--- src/design/bps_pkg.sv ---
// shared constants and carrier types for the baseband packet segmenter
package bps_pkg;
    // register byte offsets
    localparam logic [7:0] BPS_REG_CTRL     = 8'h00;
    localparam logic [7:0] BPS_REG_PIPE     = 8'h04;
    localparam logic [7:0] BPS_REG_TSTAMP   = 8'h08;
    localparam logic [7:0] BPS_REG_SEGMAX   = 8'h0c;
    localparam logic [7:0] BPS_REG_STATUS   = 8'h10;
    localparam logic [7:0] BPS_REG_IRQ_STAT = 8'h14;
    localparam logic [7:0] BPS_REG_IRQ_CLR  = 8'h18;
    localparam logic [7:0] BPS_REG_IRQ_EN   = 8'h1c;
    localparam logic [7:0] BPS_REG_SEQ      = 8'h20;
    localparam logic [7:0] BPS_REG_EMIT_SEC = 8'h24;
    localparam logic [7:0] BPS_REG_EMIT_NS  = 8'h28;
    // control fields
    localparam int BPS_CTRL_ENABLE_BIT = 0;
    localparam int BPS_CTRL_EXT_BIT    = 1;
    localparam int BPS_CTRL_PAD_BIT    = 2;
    localparam int BPS_CTRL_TSSRC_BIT  = 3;
    // pipe register fields
    localparam int BPS_PIPE_LSB  = 0;
    localparam int BPS_PIPE_W    = 6;
    localparam int BPS_CHOFF_LSB = 8;
    localparam int BPS_CHOFF_W   = 8;
    // interrupt bits
    localparam int BPS_IRQ_SET_DONE = 0;
    localparam int BPS_IRQ_PKT_DONE = 1;
    localparam int BPS_IRQ_W        = 2;
    // reset values
    localparam logic [15:0] BPS_SEGMAX_RST = 16'd1460;
    localparam logic [31:0] BPS_CTRL_RST   = 32'h0000_0001;
    // rtp and ip constants
    localparam logic [31:0] BPS_MCAST_ADDR = {8'd239, 8'd0, 8'd51, 8'd48};
    localparam logic [15:0] BPS_PORT_BASE  = 16'd30000;
    localparam logic [1:0]  BPS_RTP_VER    = 2'h2;
    localparam logic [6:0]  BPS_PT_BASEBAND = 7'h4e;
    localparam logic [3:0]  BPS_CSRC_COUNT = 4'h0;
    localparam int          BPS_TS_SEC_W   = 22;
    localparam int          BPS_TS_NS_MSB  = 29;  // 3rd msb of 32-bit value
    localparam int          BPS_TS_NS_W    = 10;
    // axi answers
    localparam logic [1:0]  BPS_RESP_OKAY   = 2'b00;
    localparam logic [1:0]  BPS_RESP_SLVERR = 2'b10;

    // header of one segment packet
    typedef struct packed {
        logic [31:0] dst_addr;
        logic [15:0] dst_port;
        logic [1:0]  version;
        logic        padding;
        logic        extension;
        logic [3:0]  csrc_count;
        logic        marker;
        logic [6:0]  payload_type;
        logic [15:0] seq_num;
        logic [31:0] timestamp;
        logic [31:0] ssrc;
        logic [15:0] pay_len;
    } bps_hdr_s;

    // byte stream beat
    typedef struct packed {
        logic [7:0] data;
        logic       last;
    } bps_beat_s;
endpackage

--- src/design/bps_axil_regs.sv ---
// axi4-lite register slave for the baseband packet segmenter
`timescale 1ns/10ps
`default_nettype none
module bps_axil_regs (
    input  wire logic                 aclk,
    input  wire logic                 aresetn,
    input  wire logic [7:0]           s_axi_awaddr,
    input  wire logic                 s_axi_awvalid,
    output logic                      s_axi_awready,
    input  wire logic [31:0]          s_axi_wdata,
    input  wire logic [3:0]           s_axi_wstrb,
    input  wire logic                 s_axi_wvalid,
    output logic                      s_axi_wready,
    output logic [1:0]                s_axi_bresp,
    output logic                      s_axi_bvalid,
    input  wire logic                 s_axi_bready,
    input  wire logic [7:0]           s_axi_araddr,
    input  wire logic                 s_axi_arvalid,
    output logic                      s_axi_arready,
    output logic [31:0]               s_axi_rdata,
    output logic [1:0]                s_axi_rresp,
    output logic                      s_axi_rvalid,
    input  wire logic                 s_axi_rready,
    output logic [31:0]               ctrl_q,
    output logic [31:0]               pipe_q,
    output logic [31:0]               tstamp_q,
    output logic [31:0]               segmax_q,
    output logic [31:0]               emit_sec_q,
    output logic [31:0]               emit_ns_q,
    output logic [bps_pkg::BPS_IRQ_W-1:0] irq_en_q,
    output logic [bps_pkg::BPS_IRQ_W-1:0] irq_clr,
    input  wire logic [bps_pkg::BPS_IRQ_W-1:0] irq_stat,
    input  wire logic [31:0]          status,
    input  wire logic [15:0]          seq_now
);
    import bps_pkg::*;

    logic [7:0]  aw_q;
    logic        aw_have_q;
    logic [31:0] w_q;
    logic [3:0]  ws_q;
    logic        w_have_q;
    logic        do_wr;

    // merge strobed bytes into an old value
    function automatic logic [31:0] merge(input logic [31:0] old,
                                          input logic [31:0] nw,
                                          input logic [3:0]  st);
        logic [31:0] r;
        r = old;
        for (int i = 0; i < 4; i++) begin
            if (st[i]) begin
                r[i*8 +: 8] = nw[i*8 +: 8];
            end
        end
        return r;
    endfunction

    // address decode shared by reads and writes
    function automatic logic mapped(input logic [7:0] a);
        return (a[1:0] == 2'b00) && (a <= BPS_REG_EMIT_NS);
    endfunction

    assign s_axi_awready = !aw_have_q && !s_axi_bvalid;
    assign s_axi_wready  = !w_have_q && !s_axi_bvalid;
    assign do_wr = aw_have_q && w_have_q && !s_axi_bvalid;

    // address and data may arrive in either order
    always_ff @(posedge aclk) begin
        if (!aresetn) begin
            aw_have_q <= 1'b0;
            w_have_q  <= 1'b0;
            aw_q      <= 8'h00;
            w_q       <= 32'h0000_0000;
            ws_q      <= 4'h0;
        end else begin
            if (s_axi_awvalid && s_axi_awready) begin
                aw_q      <= s_axi_awaddr;
                aw_have_q <= 1'b1;
            end
            if (s_axi_wvalid && s_axi_wready) begin
                w_q      <= s_axi_wdata;
                ws_q     <= s_axi_wstrb;
                w_have_q <= 1'b1;
            end
            if (do_wr) begin
                aw_have_q <= 1'b0;
                w_have_q  <= 1'b0;
            end
        end
    end

    // write response one cycle after both halves are held
    always_ff @(posedge aclk) begin
        if (!aresetn) begin
            s_axi_bvalid <= 1'b0;
            s_axi_bresp  <= BPS_RESP_OKAY;
        end else if (do_wr) begin
            s_axi_bvalid <= 1'b1;
            s_axi_bresp  <= mapped(aw_q) ? BPS_RESP_OKAY : BPS_RESP_SLVERR;
        end else if (s_axi_bready) begin
            s_axi_bvalid <= 1'b0;
        end
    end

    // writable registers
    always_ff @(posedge aclk) begin
        if (!aresetn) begin
            ctrl_q     <= BPS_CTRL_RST;
            pipe_q     <= 32'h0000_0000;
            tstamp_q   <= 32'h0000_0000;
            segmax_q   <= {16'h0000, BPS_SEGMAX_RST};
            emit_sec_q <= 32'h0000_0000;
            emit_ns_q  <= 32'h0000_0000;
            irq_en_q   <= '0;
        end else if (do_wr) begin
            case (aw_q)
                BPS_REG_CTRL:     ctrl_q     <= merge(ctrl_q, w_q, ws_q);
                BPS_REG_PIPE:     pipe_q     <= merge(pipe_q, w_q, ws_q);
                BPS_REG_TSTAMP:   tstamp_q   <= merge(tstamp_q, w_q, ws_q);
                BPS_REG_SEGMAX:   segmax_q   <= merge(segmax_q, w_q, ws_q);
                BPS_REG_EMIT_SEC: emit_sec_q <= merge(emit_sec_q, w_q, ws_q);
                BPS_REG_EMIT_NS:  emit_ns_q  <= merge(emit_ns_q, w_q, ws_q);
                BPS_REG_IRQ_EN:   irq_en_q   <= w_q[BPS_IRQ_W-1:0];
                default: ;
            endcase
        end
    end

    // clear register is write-only, a one-cycle pulse per written one
    assign irq_clr = (do_wr && aw_q == BPS_REG_IRQ_CLR && ws_q[0])
                     ? w_q[BPS_IRQ_W-1:0] : '0;

    // read channel answers one cycle after the address is taken
    assign s_axi_arready = !s_axi_rvalid;
    always_ff @(posedge aclk) begin
        if (!aresetn) begin
            s_axi_rvalid <= 1'b0;
            s_axi_rdata  <= 32'h0000_0000;
            s_axi_rresp  <= BPS_RESP_OKAY;
        end else if (s_axi_arvalid && s_axi_arready) begin
            s_axi_rvalid <= 1'b1;
            s_axi_rresp  <= mapped(s_axi_araddr) ? BPS_RESP_OKAY
                                                 : BPS_RESP_SLVERR;
            case (s_axi_araddr)
                BPS_REG_CTRL:     s_axi_rdata <= ctrl_q;
                BPS_REG_PIPE:     s_axi_rdata <= pipe_q;
                BPS_REG_TSTAMP:   s_axi_rdata <= tstamp_q;
                BPS_REG_SEGMAX:   s_axi_rdata <= segmax_q;
                BPS_REG_STATUS:   s_axi_rdata <= status;
                BPS_REG_IRQ_STAT: s_axi_rdata <= {30'h0, irq_stat};
                BPS_REG_IRQ_EN:   s_axi_rdata <= {30'h0, irq_en_q};
                BPS_REG_SEQ:      s_axi_rdata <= {16'h0000, seq_now};
                BPS_REG_EMIT_SEC: s_axi_rdata <= emit_sec_q;
                BPS_REG_EMIT_NS:  s_axi_rdata <= emit_ns_q;
                default:          s_axi_rdata <= 32'h0000_0000;
            endcase
        end else if (s_axi_rready) begin
            s_axi_rvalid <= 1'b0;
        end
    end
endmodule
`default_nettype wire

--- src/design/bps_segmenter.sv ---
// baseband structure to rtp segment packet framer with register slave
`timescale 1ns/10ps
`default_nettype none
module bps_segmenter (
    input  wire logic               aclk,
    input  wire logic               aresetn,
    input  wire logic [7:0]         s_axi_awaddr,
    input  wire logic               s_axi_awvalid,
    output logic                    s_axi_awready,
    input  wire logic [31:0]        s_axi_wdata,
    input  wire logic [3:0]         s_axi_wstrb,
    input  wire logic               s_axi_wvalid,
    output logic                    s_axi_wready,
    output logic [1:0]              s_axi_bresp,
    output logic                    s_axi_bvalid,
    input  wire logic               s_axi_bready,
    input  wire logic [7:0]         s_axi_araddr,
    input  wire logic               s_axi_arvalid,
    output logic                    s_axi_arready,
    output logic [31:0]             s_axi_rdata,
    output logic [1:0]              s_axi_rresp,
    output logic                    s_axi_rvalid,
    input  wire logic               s_axi_rready,
    input  wire logic [31:0]        in_len,
    input  wire bps_pkg::bps_beat_s in_beat,
    input  wire logic               in_valid,
    output logic                    in_ready,
    output bps_pkg::bps_hdr_s       out_hdr,
    output bps_pkg::bps_beat_s      out_beat,
    output logic                    out_sop,
    output logic                    out_valid,
    input  wire logic               out_ready,
    output logic                    irq
);
    import bps_pkg::*;

    typedef enum logic [1:0] {
        BPS_IDLE = 2'b00,
        BPS_HDR  = 2'b01,
        BPS_PAY  = 2'b11
    } bps_state_e;

    bps_state_e      state_q;
    logic [31:0]     ctrl_q, pipe_q, tstamp_q, segmax_q;
    logic [31:0]     emit_sec_q, emit_ns_q;
    logic [BPS_IRQ_W-1:0] irq_en_q, irq_clr, irq_stat_q, irq_ev;
    logic [31:0]     remain_q;    // bytes left in structure
    logic [15:0]     segleft_q;   // bytes left in current packet
    logic [15:0]     seq_q;
    logic            first_q;
    logic [31:0]     set_len_q, set_ts_q;
    logic [15:0]     seg_size;
    logic [31:0]     ts_now;
    logic            beat_go;
    logic            last_beat;
    logic [15:0]     port_d;

    bps_axil_regs u_regs (
        .aclk          (aclk),
        .aresetn       (aresetn),
        .s_axi_awaddr  (s_axi_awaddr),
        .s_axi_awvalid (s_axi_awvalid),
        .s_axi_awready (s_axi_awready),
        .s_axi_wdata   (s_axi_wdata),
        .s_axi_wstrb   (s_axi_wstrb),
        .s_axi_wvalid  (s_axi_wvalid),
        .s_axi_wready  (s_axi_wready),
        .s_axi_bresp   (s_axi_bresp),
        .s_axi_bvalid  (s_axi_bvalid),
        .s_axi_bready  (s_axi_bready),
        .s_axi_araddr  (s_axi_araddr),
        .s_axi_arvalid (s_axi_arvalid),
        .s_axi_arready (s_axi_arready),
        .s_axi_rdata   (s_axi_rdata),
        .s_axi_rresp   (s_axi_rresp),
        .s_axi_rvalid  (s_axi_rvalid),
        .s_axi_rready  (s_axi_rready),
        .ctrl_q        (ctrl_q),
        .pipe_q        (pipe_q),
        .tstamp_q      (tstamp_q),
        .segmax_q      (segmax_q),
        .emit_sec_q    (emit_sec_q),
        .emit_ns_q     (emit_ns_q),
        .irq_en_q      (irq_en_q),
        .irq_clr       (irq_clr),
        .irq_stat      (irq_stat_q),
        .status        ({28'h0, remain_q != 32'h0, first_q,
                         state_q}),
        .seq_now       (seq_q)
    );

    // timestamp either raw or derived from emission time
    assign ts_now = ctrl_q[BPS_CTRL_TSSRC_BIT]
        ? {emit_sec_q[BPS_TS_SEC_W-1:0],
           emit_ns_q[BPS_TS_NS_MSB -: BPS_TS_NS_W]}
        : tstamp_q;

    // zero segment size would stall forever, so treat it as one byte
    assign seg_size = (segmax_q[15:0] == 16'h0) ? 16'h0001 : segmax_q[15:0];

    // pipe port first, then the channel offset on top
    assign port_d = BPS_PORT_BASE
        + {10'h0, pipe_q[BPS_PIPE_LSB +: BPS_PIPE_W]}
        + {8'h0, pipe_q[BPS_CHOFF_LSB +: BPS_CHOFF_W]};

    assign beat_go   = (state_q == BPS_PAY) && in_valid && in_ready;
    assign last_beat = (segleft_q == 16'h1) || (remain_q == 32'h1);
    // input is only taken when the output slot is free
    assign in_ready  = (state_q == BPS_PAY) && (!out_valid || out_ready);

    // framing state machine
    always_ff @(posedge aclk) begin
        if (!aresetn) begin
            state_q   <= BPS_IDLE;
            remain_q  <= 32'h0;
            segleft_q <= 16'h0;
            first_q   <= 1'b0;
            set_len_q <= 32'h0;
            set_ts_q  <= 32'h0;
        end else begin
            case (state_q)
                BPS_IDLE: begin
                    if (ctrl_q[BPS_CTRL_ENABLE_BIT] && in_valid
                        && in_len != 32'h0) begin
                        set_len_q <= in_len;
                        remain_q  <= in_len;
                        set_ts_q  <= ts_now;
                        first_q   <= 1'b1;
                        state_q   <= BPS_HDR;
                    end
                end
                BPS_HDR: begin
                    if (!out_valid || out_ready) begin
                        segleft_q <= (remain_q < {16'h0, seg_size})
                                     ? remain_q[15:0] : seg_size;
                        state_q   <= BPS_PAY;
                    end
                end
                BPS_PAY: begin
                    if (beat_go) begin
                        remain_q  <= remain_q - 32'h1;
                        segleft_q <= segleft_q - 16'h1;
                        if (remain_q == 32'h1) begin
                            state_q <= BPS_IDLE;
                        end else if (segleft_q == 16'h1) begin
                            first_q <= 1'b0;
                            state_q <= BPS_HDR;
                        end
                    end
                end
                default: state_q <= BPS_IDLE;
            endcase
        end
    end

    // output stage: one header beat marked by sop, then payload bytes
    always_ff @(posedge aclk) begin
        if (!aresetn) begin
            out_valid <= 1'b0;
            out_sop   <= 1'b0;
            out_beat  <= '0;
            out_hdr   <= '0;
        end else begin
            if (out_valid && out_ready) begin
                out_valid <= 1'b0;
            end
            if (state_q == BPS_HDR && (!out_valid || out_ready)) begin
                out_valid             <= 1'b1;
                out_sop               <= 1'b1;
                out_beat              <= '0;
                out_hdr.dst_addr      <= BPS_MCAST_ADDR;
                out_hdr.dst_port      <= port_d;
                out_hdr.version       <= BPS_RTP_VER;
                out_hdr.padding       <= ctrl_q[BPS_CTRL_PAD_BIT];
                out_hdr.extension     <= ctrl_q[BPS_CTRL_EXT_BIT];
                out_hdr.csrc_count    <= BPS_CSRC_COUNT;
                out_hdr.marker        <= first_q;
                out_hdr.payload_type  <= BPS_PT_BASEBAND;
                out_hdr.seq_num       <= seq_q;
                out_hdr.timestamp     <= set_ts_q;
                out_hdr.ssrc          <= first_q ? set_len_q
                                                 : 32'h0;
                out_hdr.pay_len       <= (remain_q < {16'h0, seg_size})
                                         ? remain_q[15:0] : seg_size;
            end else if (beat_go) begin
                out_valid     <= 1'b1;
                out_sop       <= 1'b0;
                out_beat.data <= in_beat.data;
                out_beat.last <= last_beat;
            end
        end
    end

    // sequence number advances once per packet header emitted
    always_ff @(posedge aclk) begin
        if (!aresetn) begin
            seq_q <= 16'h0;
        end else if (state_q == BPS_HDR && (!out_valid || out_ready)) begin
            seq_q <= seq_q + 16'h1;
        end
    end

    // sticky events: set wins over a clear in the same cycle
    assign irq_ev[BPS_IRQ_SET_DONE] = beat_go && remain_q == 32'h1;
    assign irq_ev[BPS_IRQ_PKT_DONE] = beat_go && last_beat;
    always_ff @(posedge aclk) begin
        if (!aresetn) begin
            irq_stat_q <= '0;
        end else begin
            irq_stat_q <= (irq_stat_q & ~irq_clr) | irq_ev;
        end
    end

    // level interrupt registered so the output comes from a flop
    always_ff @(posedge aclk) begin
        if (!aresetn) begin
            irq <= 1'b0;
        end else begin
            irq <= |(((irq_stat_q & ~irq_clr) | irq_ev) & irq_en_q);
        end
    end

    // marker must mean first packet and only then carry a length
    chk_marker_ssrc: assert property (@(posedge aclk)
        disable iff (!aresetn)
        out_valid && out_sop && !out_hdr.marker |-> out_hdr.ssrc == 32'h0)
        else $error("continuation packet carries nonzero ssrc");
    chk_first_len: assert property (@(posedge aclk)
        disable iff (!aresetn)
        out_valid && out_sop && out_hdr.marker |-> out_hdr.ssrc == set_len_q)
        else $error("first packet ssrc differs from length");
    chk_fixed_fields: assert property (@(posedge aclk)
        disable iff (!aresetn)
        out_valid && out_sop |-> out_hdr.payload_type == 7'h4e
            && out_hdr.csrc_count == 4'h0
            && out_hdr.dst_addr == 32'hef00_3330)
        else $error("fixed header field wrong");
    chk_port_range: assert property (@(posedge aclk)
        disable iff (!aresetn)
        out_valid && out_sop |-> out_hdr.dst_port == 16'd30000
            + {10'h0, pipe_q[5:0]} + {8'h0, pipe_q[15:8]})
        else $error("destination port wrong");
    chk_seq_step: assert property (@(posedge aclk)
        disable iff (!aresetn)
        state_q == BPS_HDR && (!out_valid || out_ready)
        |=> seq_q == $past(seq_q) + 16'h1)
        else $error("sequence did not advance by one");
    chk_ts_hold: assert property (@(posedge aclk)
        disable iff (!aresetn)
        out_valid && out_sop && !out_hdr.marker
        |-> out_hdr.timestamp == set_ts_q)
        else $error("timestamp changed within set");
    chk_marker_once: assert property (@(posedge aclk)
        disable iff (!aresetn)
        state_q == BPS_PAY && segleft_q == 16'h1 && remain_q > 32'h1
        && beat_go |=> !first_q)
        else $error("marker persists after first packet");
    chk_ext_bit: assert property (@(posedge aclk)
        disable iff (!aresetn)
        state_q == BPS_HDR && (!out_valid || out_ready)
        |=> out_hdr.extension == $past(ctrl_q[BPS_CTRL_EXT_BIT]))
        else $error("extension bit mismatch");
    chk_seg_size: assert property (@(posedge aclk)
        disable iff (!aresetn)
        out_valid && out_sop |-> out_hdr.pay_len <= seg_size
            && out_hdr.pay_len != 16'h0)
        else $error("segment length out of range");
    chk_ts_source: assert property (@(posedge aclk)
        disable iff (!aresetn)
        state_q == BPS_IDLE && ctrl_q[BPS_CTRL_TSSRC_BIT]
        && ctrl_q[BPS_CTRL_ENABLE_BIT] && in_valid && in_len != 32'h0
        |=> set_ts_q == {$past(emit_sec_q[21:0]), $past(emit_ns_q[29:20])})
        else $error("derived timestamp wrong");
    // a stalled beat must not change under the consumer, or bytes are lost
    chk_out_hold: assert property (@(posedge aclk)
        disable iff (!aresetn)
        out_valid && !out_ready |=> out_valid && $stable(out_sop)
            && $stable(out_beat) && $stable(out_hdr))
        else $error("output beat changed before it was taken");
    // bytes are only consumed while a packet body is open
    chk_in_gated: assert property (@(posedge aclk)
        disable iff (!aresetn)
        state_q != BPS_PAY |-> !in_ready)
        else $error("input taken outside a packet body");
endmodule
`default_nettype wire

--- config.mk ---
export PLATFORM = sky130hd
export DESIGN_NAME = bps_segmenter
export DESIGN_NICKNAME = d
export VERILOG_FILES = /design/src/design/bps_pkg.sv /design/src/design/bps_axil_regs.sv /design/src/design/bps_segmenter.sv
export SDC_FILE = /design/constraint.sdc
export NUM_CORES = 1
export LEC_CHECK = 0
export BUFFER_PORTS_ARGS = -buffer_cell sky130_fd_sc_hd__buf_2
export CAP_MARGIN = 5
export CORE_MARGIN = 8
export CORE_UTILIZATION = 52
export DETAILED_ROUTE_END_ITERATION = 16
export PLACE_DENSITY = 0.83
export SLEW_MARGIN = 20
export SYNTH_ARGS = -nofsm -noshare
export SYNTH_HDL_FRONTEND = slang
export SYNTH_SLANG_ARGS = --single-unit
export TNS_END_PERCENT = 10
--- constraint.sdc ---
create_clock -name aclk -period 2.5 [get_ports aclk]
set_input_delay 0.5 -clock aclk [delete_from_list [all_inputs] [get_ports aclk]]
set_output_delay 0.5 -clock aclk [all_outputs]
set_load 0.05 [all_outputs]
==> results.md <==
- CTS max path bufs: 3
- Ys async rst share: 0%
- FILL cells: 3648
- Syn_area_per_cell: 8.084 um2
- Hold buffers post-CTS: 0
- Clock power frac: 40.5%
- Fin crit share: 102.0%
- Via Count: 22060
- CP Data Arrival Time: 3.08 ns
- H-Tree Depth: 2
- Routed WL per cell: 20.51 um
- Commonest cells post-synth: nand2_1 (696), dfxtp_1 (531), a21oi_1 (437)
- TritonCTS Sinks: 531
- Yosys warnings: 0
- Number of cells produced by synthesis: 2819
- Worst-margin pin slew: 0.8178 ns
- Root buf cell: clkbuf_16
- Vias in the first global route: 20710
- Port bufs: 283
- F_max: 392.3 MHz
- Iter 0 DRT Violations: 2367
- Dpl hpwl: 54120 um
- Sequential share of the synthesized area: 46.65%
- Area delta synth->final: 18.67%
- DR pass1 iterations: 6
- Cell-internal power: 14.62 mW
- Number of synthesized flops with an enable pin: 0
- Initial antenna violation count: 12
- Slew Limit Fails: 0
- Crit-path max FO: 6
- VDD IR-drop max: 500.3 uV
- Ys flop type: dfxtp_1
- Grt ovf: 0
- RSZ-0062 raised after global routing: true
- CP endpoint kind: flop
- Maxcap violations: 0
- Flops & latches, synth: 531
- Die Ht: 225.3 um
- Latest clock arrival within the worst-skew pair: 0.60 ns
- Routed Antenna Nets: 0
- Relative slew slack: 45.48%
- DIE AREA: 0.05078 mm2
- First-pass GRT wire length: 115300 um
- # setup viols final: 2
- TritonCTS buffer count: 53
- Core area: 0.04317 mm2
- Final wirelength: 75890 um
- Status: complete, but fails checks
- Clk_skew: 0.02053 ns
- Failing checks: setup timing
- Largest net degree at the start of global routing: 71
- P_sw: 5.839 mW
- Fin crit period: 2.549 ns
- Power density over the cells: 756.5 mW/mm2
- Worst min path class: input port to flop
- Top Ports: 316
- Multi-input logic area: 0.01105 mm2
- Power share of the sequential group: 44.8%
- Synth unique cells: 84
- Reg area: 0.01064 mm2
- RD Place Congestion: 0.9566
- Startpoint Class: flop
- Synthesized area: 0.02279 mm2
- Initial core utilization: 52.79%
- Top-area cell type share of the netlist area: 46.65%
- CTS tree: done
- Leakage: 10.43 nW
- Clock slew at reported path FFs: 0.06 ns
- Layout cells sized above 1: 18.48%
- Die Width: 225.3 um
- Worst setup margin: -0.04890 ns
- Comb power frac: 14.8%
- DRC Markers: 0
- Req. time, crit path: 3.03 ns
- Fin nets: 3197
- Setup Crit Path Kind: flop to flop
- Ranking of synthesized cells by area: dfxtp_1 (47%), nand2_1 (11%), a21oi_1 (9.6%)
- Sw frac: 28.54%
- Worst hold margin: 0.08145 ns
- Area leader, netlist: dfxtp_1
- Hold Fails Final Rpt: 0
- Row count: 76
- Most common cell in the netlist: nand2_1
- Total GRT Usage: 28.21%
- Setup WS pre-CTS: -0.09837 ns
- Via density: 5.963
## per-layer routing
metal  vias to the layer above  global-route usage [%]  share of wire [%]
met5                         -                       0                  0
met4                         0                   13.27                4.9
met3                       237                   5.504                9.7
met2                      1205                   45.44                 46
met1                     10340                   36.13                 40
li1                      10280                       -                  -
## what timing repair did
action / 4_1_cts / 5_1_grt
pin swaps: 0 / 8
resized for setup: 1 / 28
gates cloned: 1 / 0
endpoints found under the hold margin: 0 / 0
setup endpoints to repair: 12 / 42
setup buffers: 2 / 5
## registers in the layout, summed over array words and instances, names as in the netlist, 2 cells and up
register and flops:
u_regs.w_q 32, irq_stat_q 2, u_regs.segmax_q 32, segleft_q 16, u_regs.s_axi_rdata 32, seq_q 16
set_len_q 32, state_q 2, u_regs.emit_sec_q 32, u_regs.irq_en_q 2, out_hdr 110, u_regs.emit_ns_q 32
u_regs.aw_q 8, u_regs.tstamp_q 32, u_regs.pipe_q 32, u_regs.ws_q 4, out_beat 9, set_ts_q 32
u_regs.ctrl_q 32, remain_q 32
## logic make-up after synthesis
| family | Yosys count | share of synthesized area [%] |
|---|---|---|
| other | 1 | 0.01646 |
| buffers and inverters | 296 | 6.094 |
| muxes | 71 | 3.168 |
| DFF | 531 | 46.65 |
| and+or+nand+nor | 1072 | 20.31 |
| xor gates and xnor gates | 12 | 0.4612 |
| adders and majority gates | 33 | 1.845 |
| AOI/OAI and AO/OA | 803 | 21.46 |
## layout by cell type, fill, tap and decap left out, drive strengths merged, types with 8 or more instances in the layout
cell type,instances
nand3,76
o31ai,12
a211oi,40
nor2,143
clkbuf,76
a221oi,30
ha,32
mux2,9
or3,11
a22o,66
and2,25
diode,14
o22ai,11
nand2b,11
inv,39
nand2,696
nor4,29
buf,416
conb,31
a21oi,437
nor3,28
dfxtp,531
o211ai,11
nand4,16
mux2i,62
o41ai,8
clkinv,9
o21ai,107
a22oi,22
a222oi,16
## worst paths after layout
check / cells after the start / slack [ns] / start / end
hold reg to reg: 2 / 0.45 / u_regs.pipe_q[7]$_SDFFE_PN0P_ / u_regs.pipe_q[7]$_SDFFE_PN0P_
hold / removal: 2 / 0.08 / s_axi_rready / u_regs.s_axi_rvalid$_SDFFE_PN0P_
setup reg to reg: 7 / -0.05 / remain_q[18]$_SDFFE_PN0P_ / remain_q[26]$_SDFFE_PN0P_
setup / recovery: 7 / -0.05 / remain_q[18]$_SDFFE_PN0P_ / remain_q[26]$_SDFFE_PN0P_
## area by class of cell
class | count | area share (%)
Antenna cell | 14 | 0.1296
Clock buffer | 76 | 5.742
Clock inverter | 18 | 0.9254
Inverter | 37 | 0.5413
Multi-Input combinational cell | 2023 | 40.86
Sequential cell | 531 | 39.34
Tap cell | 585 | 2.707
Timing Repair Buffer | 416 | 9.763
## per-stage QoR
step	total power [mW]	TNS (ns)	std cells	cell area, um2	util [%]
6_report	20.46	-0.06098	3700	27040	62.64
5_1_grt	21.13	-0.5290	3700	27040	62.64
4_1_cts	20.42	0	3681	26870	62.23
3_5_place_dp	12.21	-0.3194	3584	25030	57.98
3_3_place_gp	12.13	-0.01412	3584	25030	57.97
2_1_floorplan	11.32	0	2849	22900	-
## power by group through the flow
stage	clock network, mW	registers, mW	logic (mW)
finish	8.28	9.15	3.02
CTS	8.36	9.13	2.93
global placement	0	9.30	2.82
floorplan	0	9.58	1.75
global route	8.72	9.18	3.23
detailed placement	0	9.32	2.89
## worst max-delay path: stages, from the launching register on
cell     delay, ns
dfxtp_2       0.32
or4_4         0.53
or4b_4        0.60
nor4_4        0.41
buf_4         0.21
nand3_2       0.08
a21o_1        0.18
a21oi_2       0.14
(Power assumes the default switching activity.)
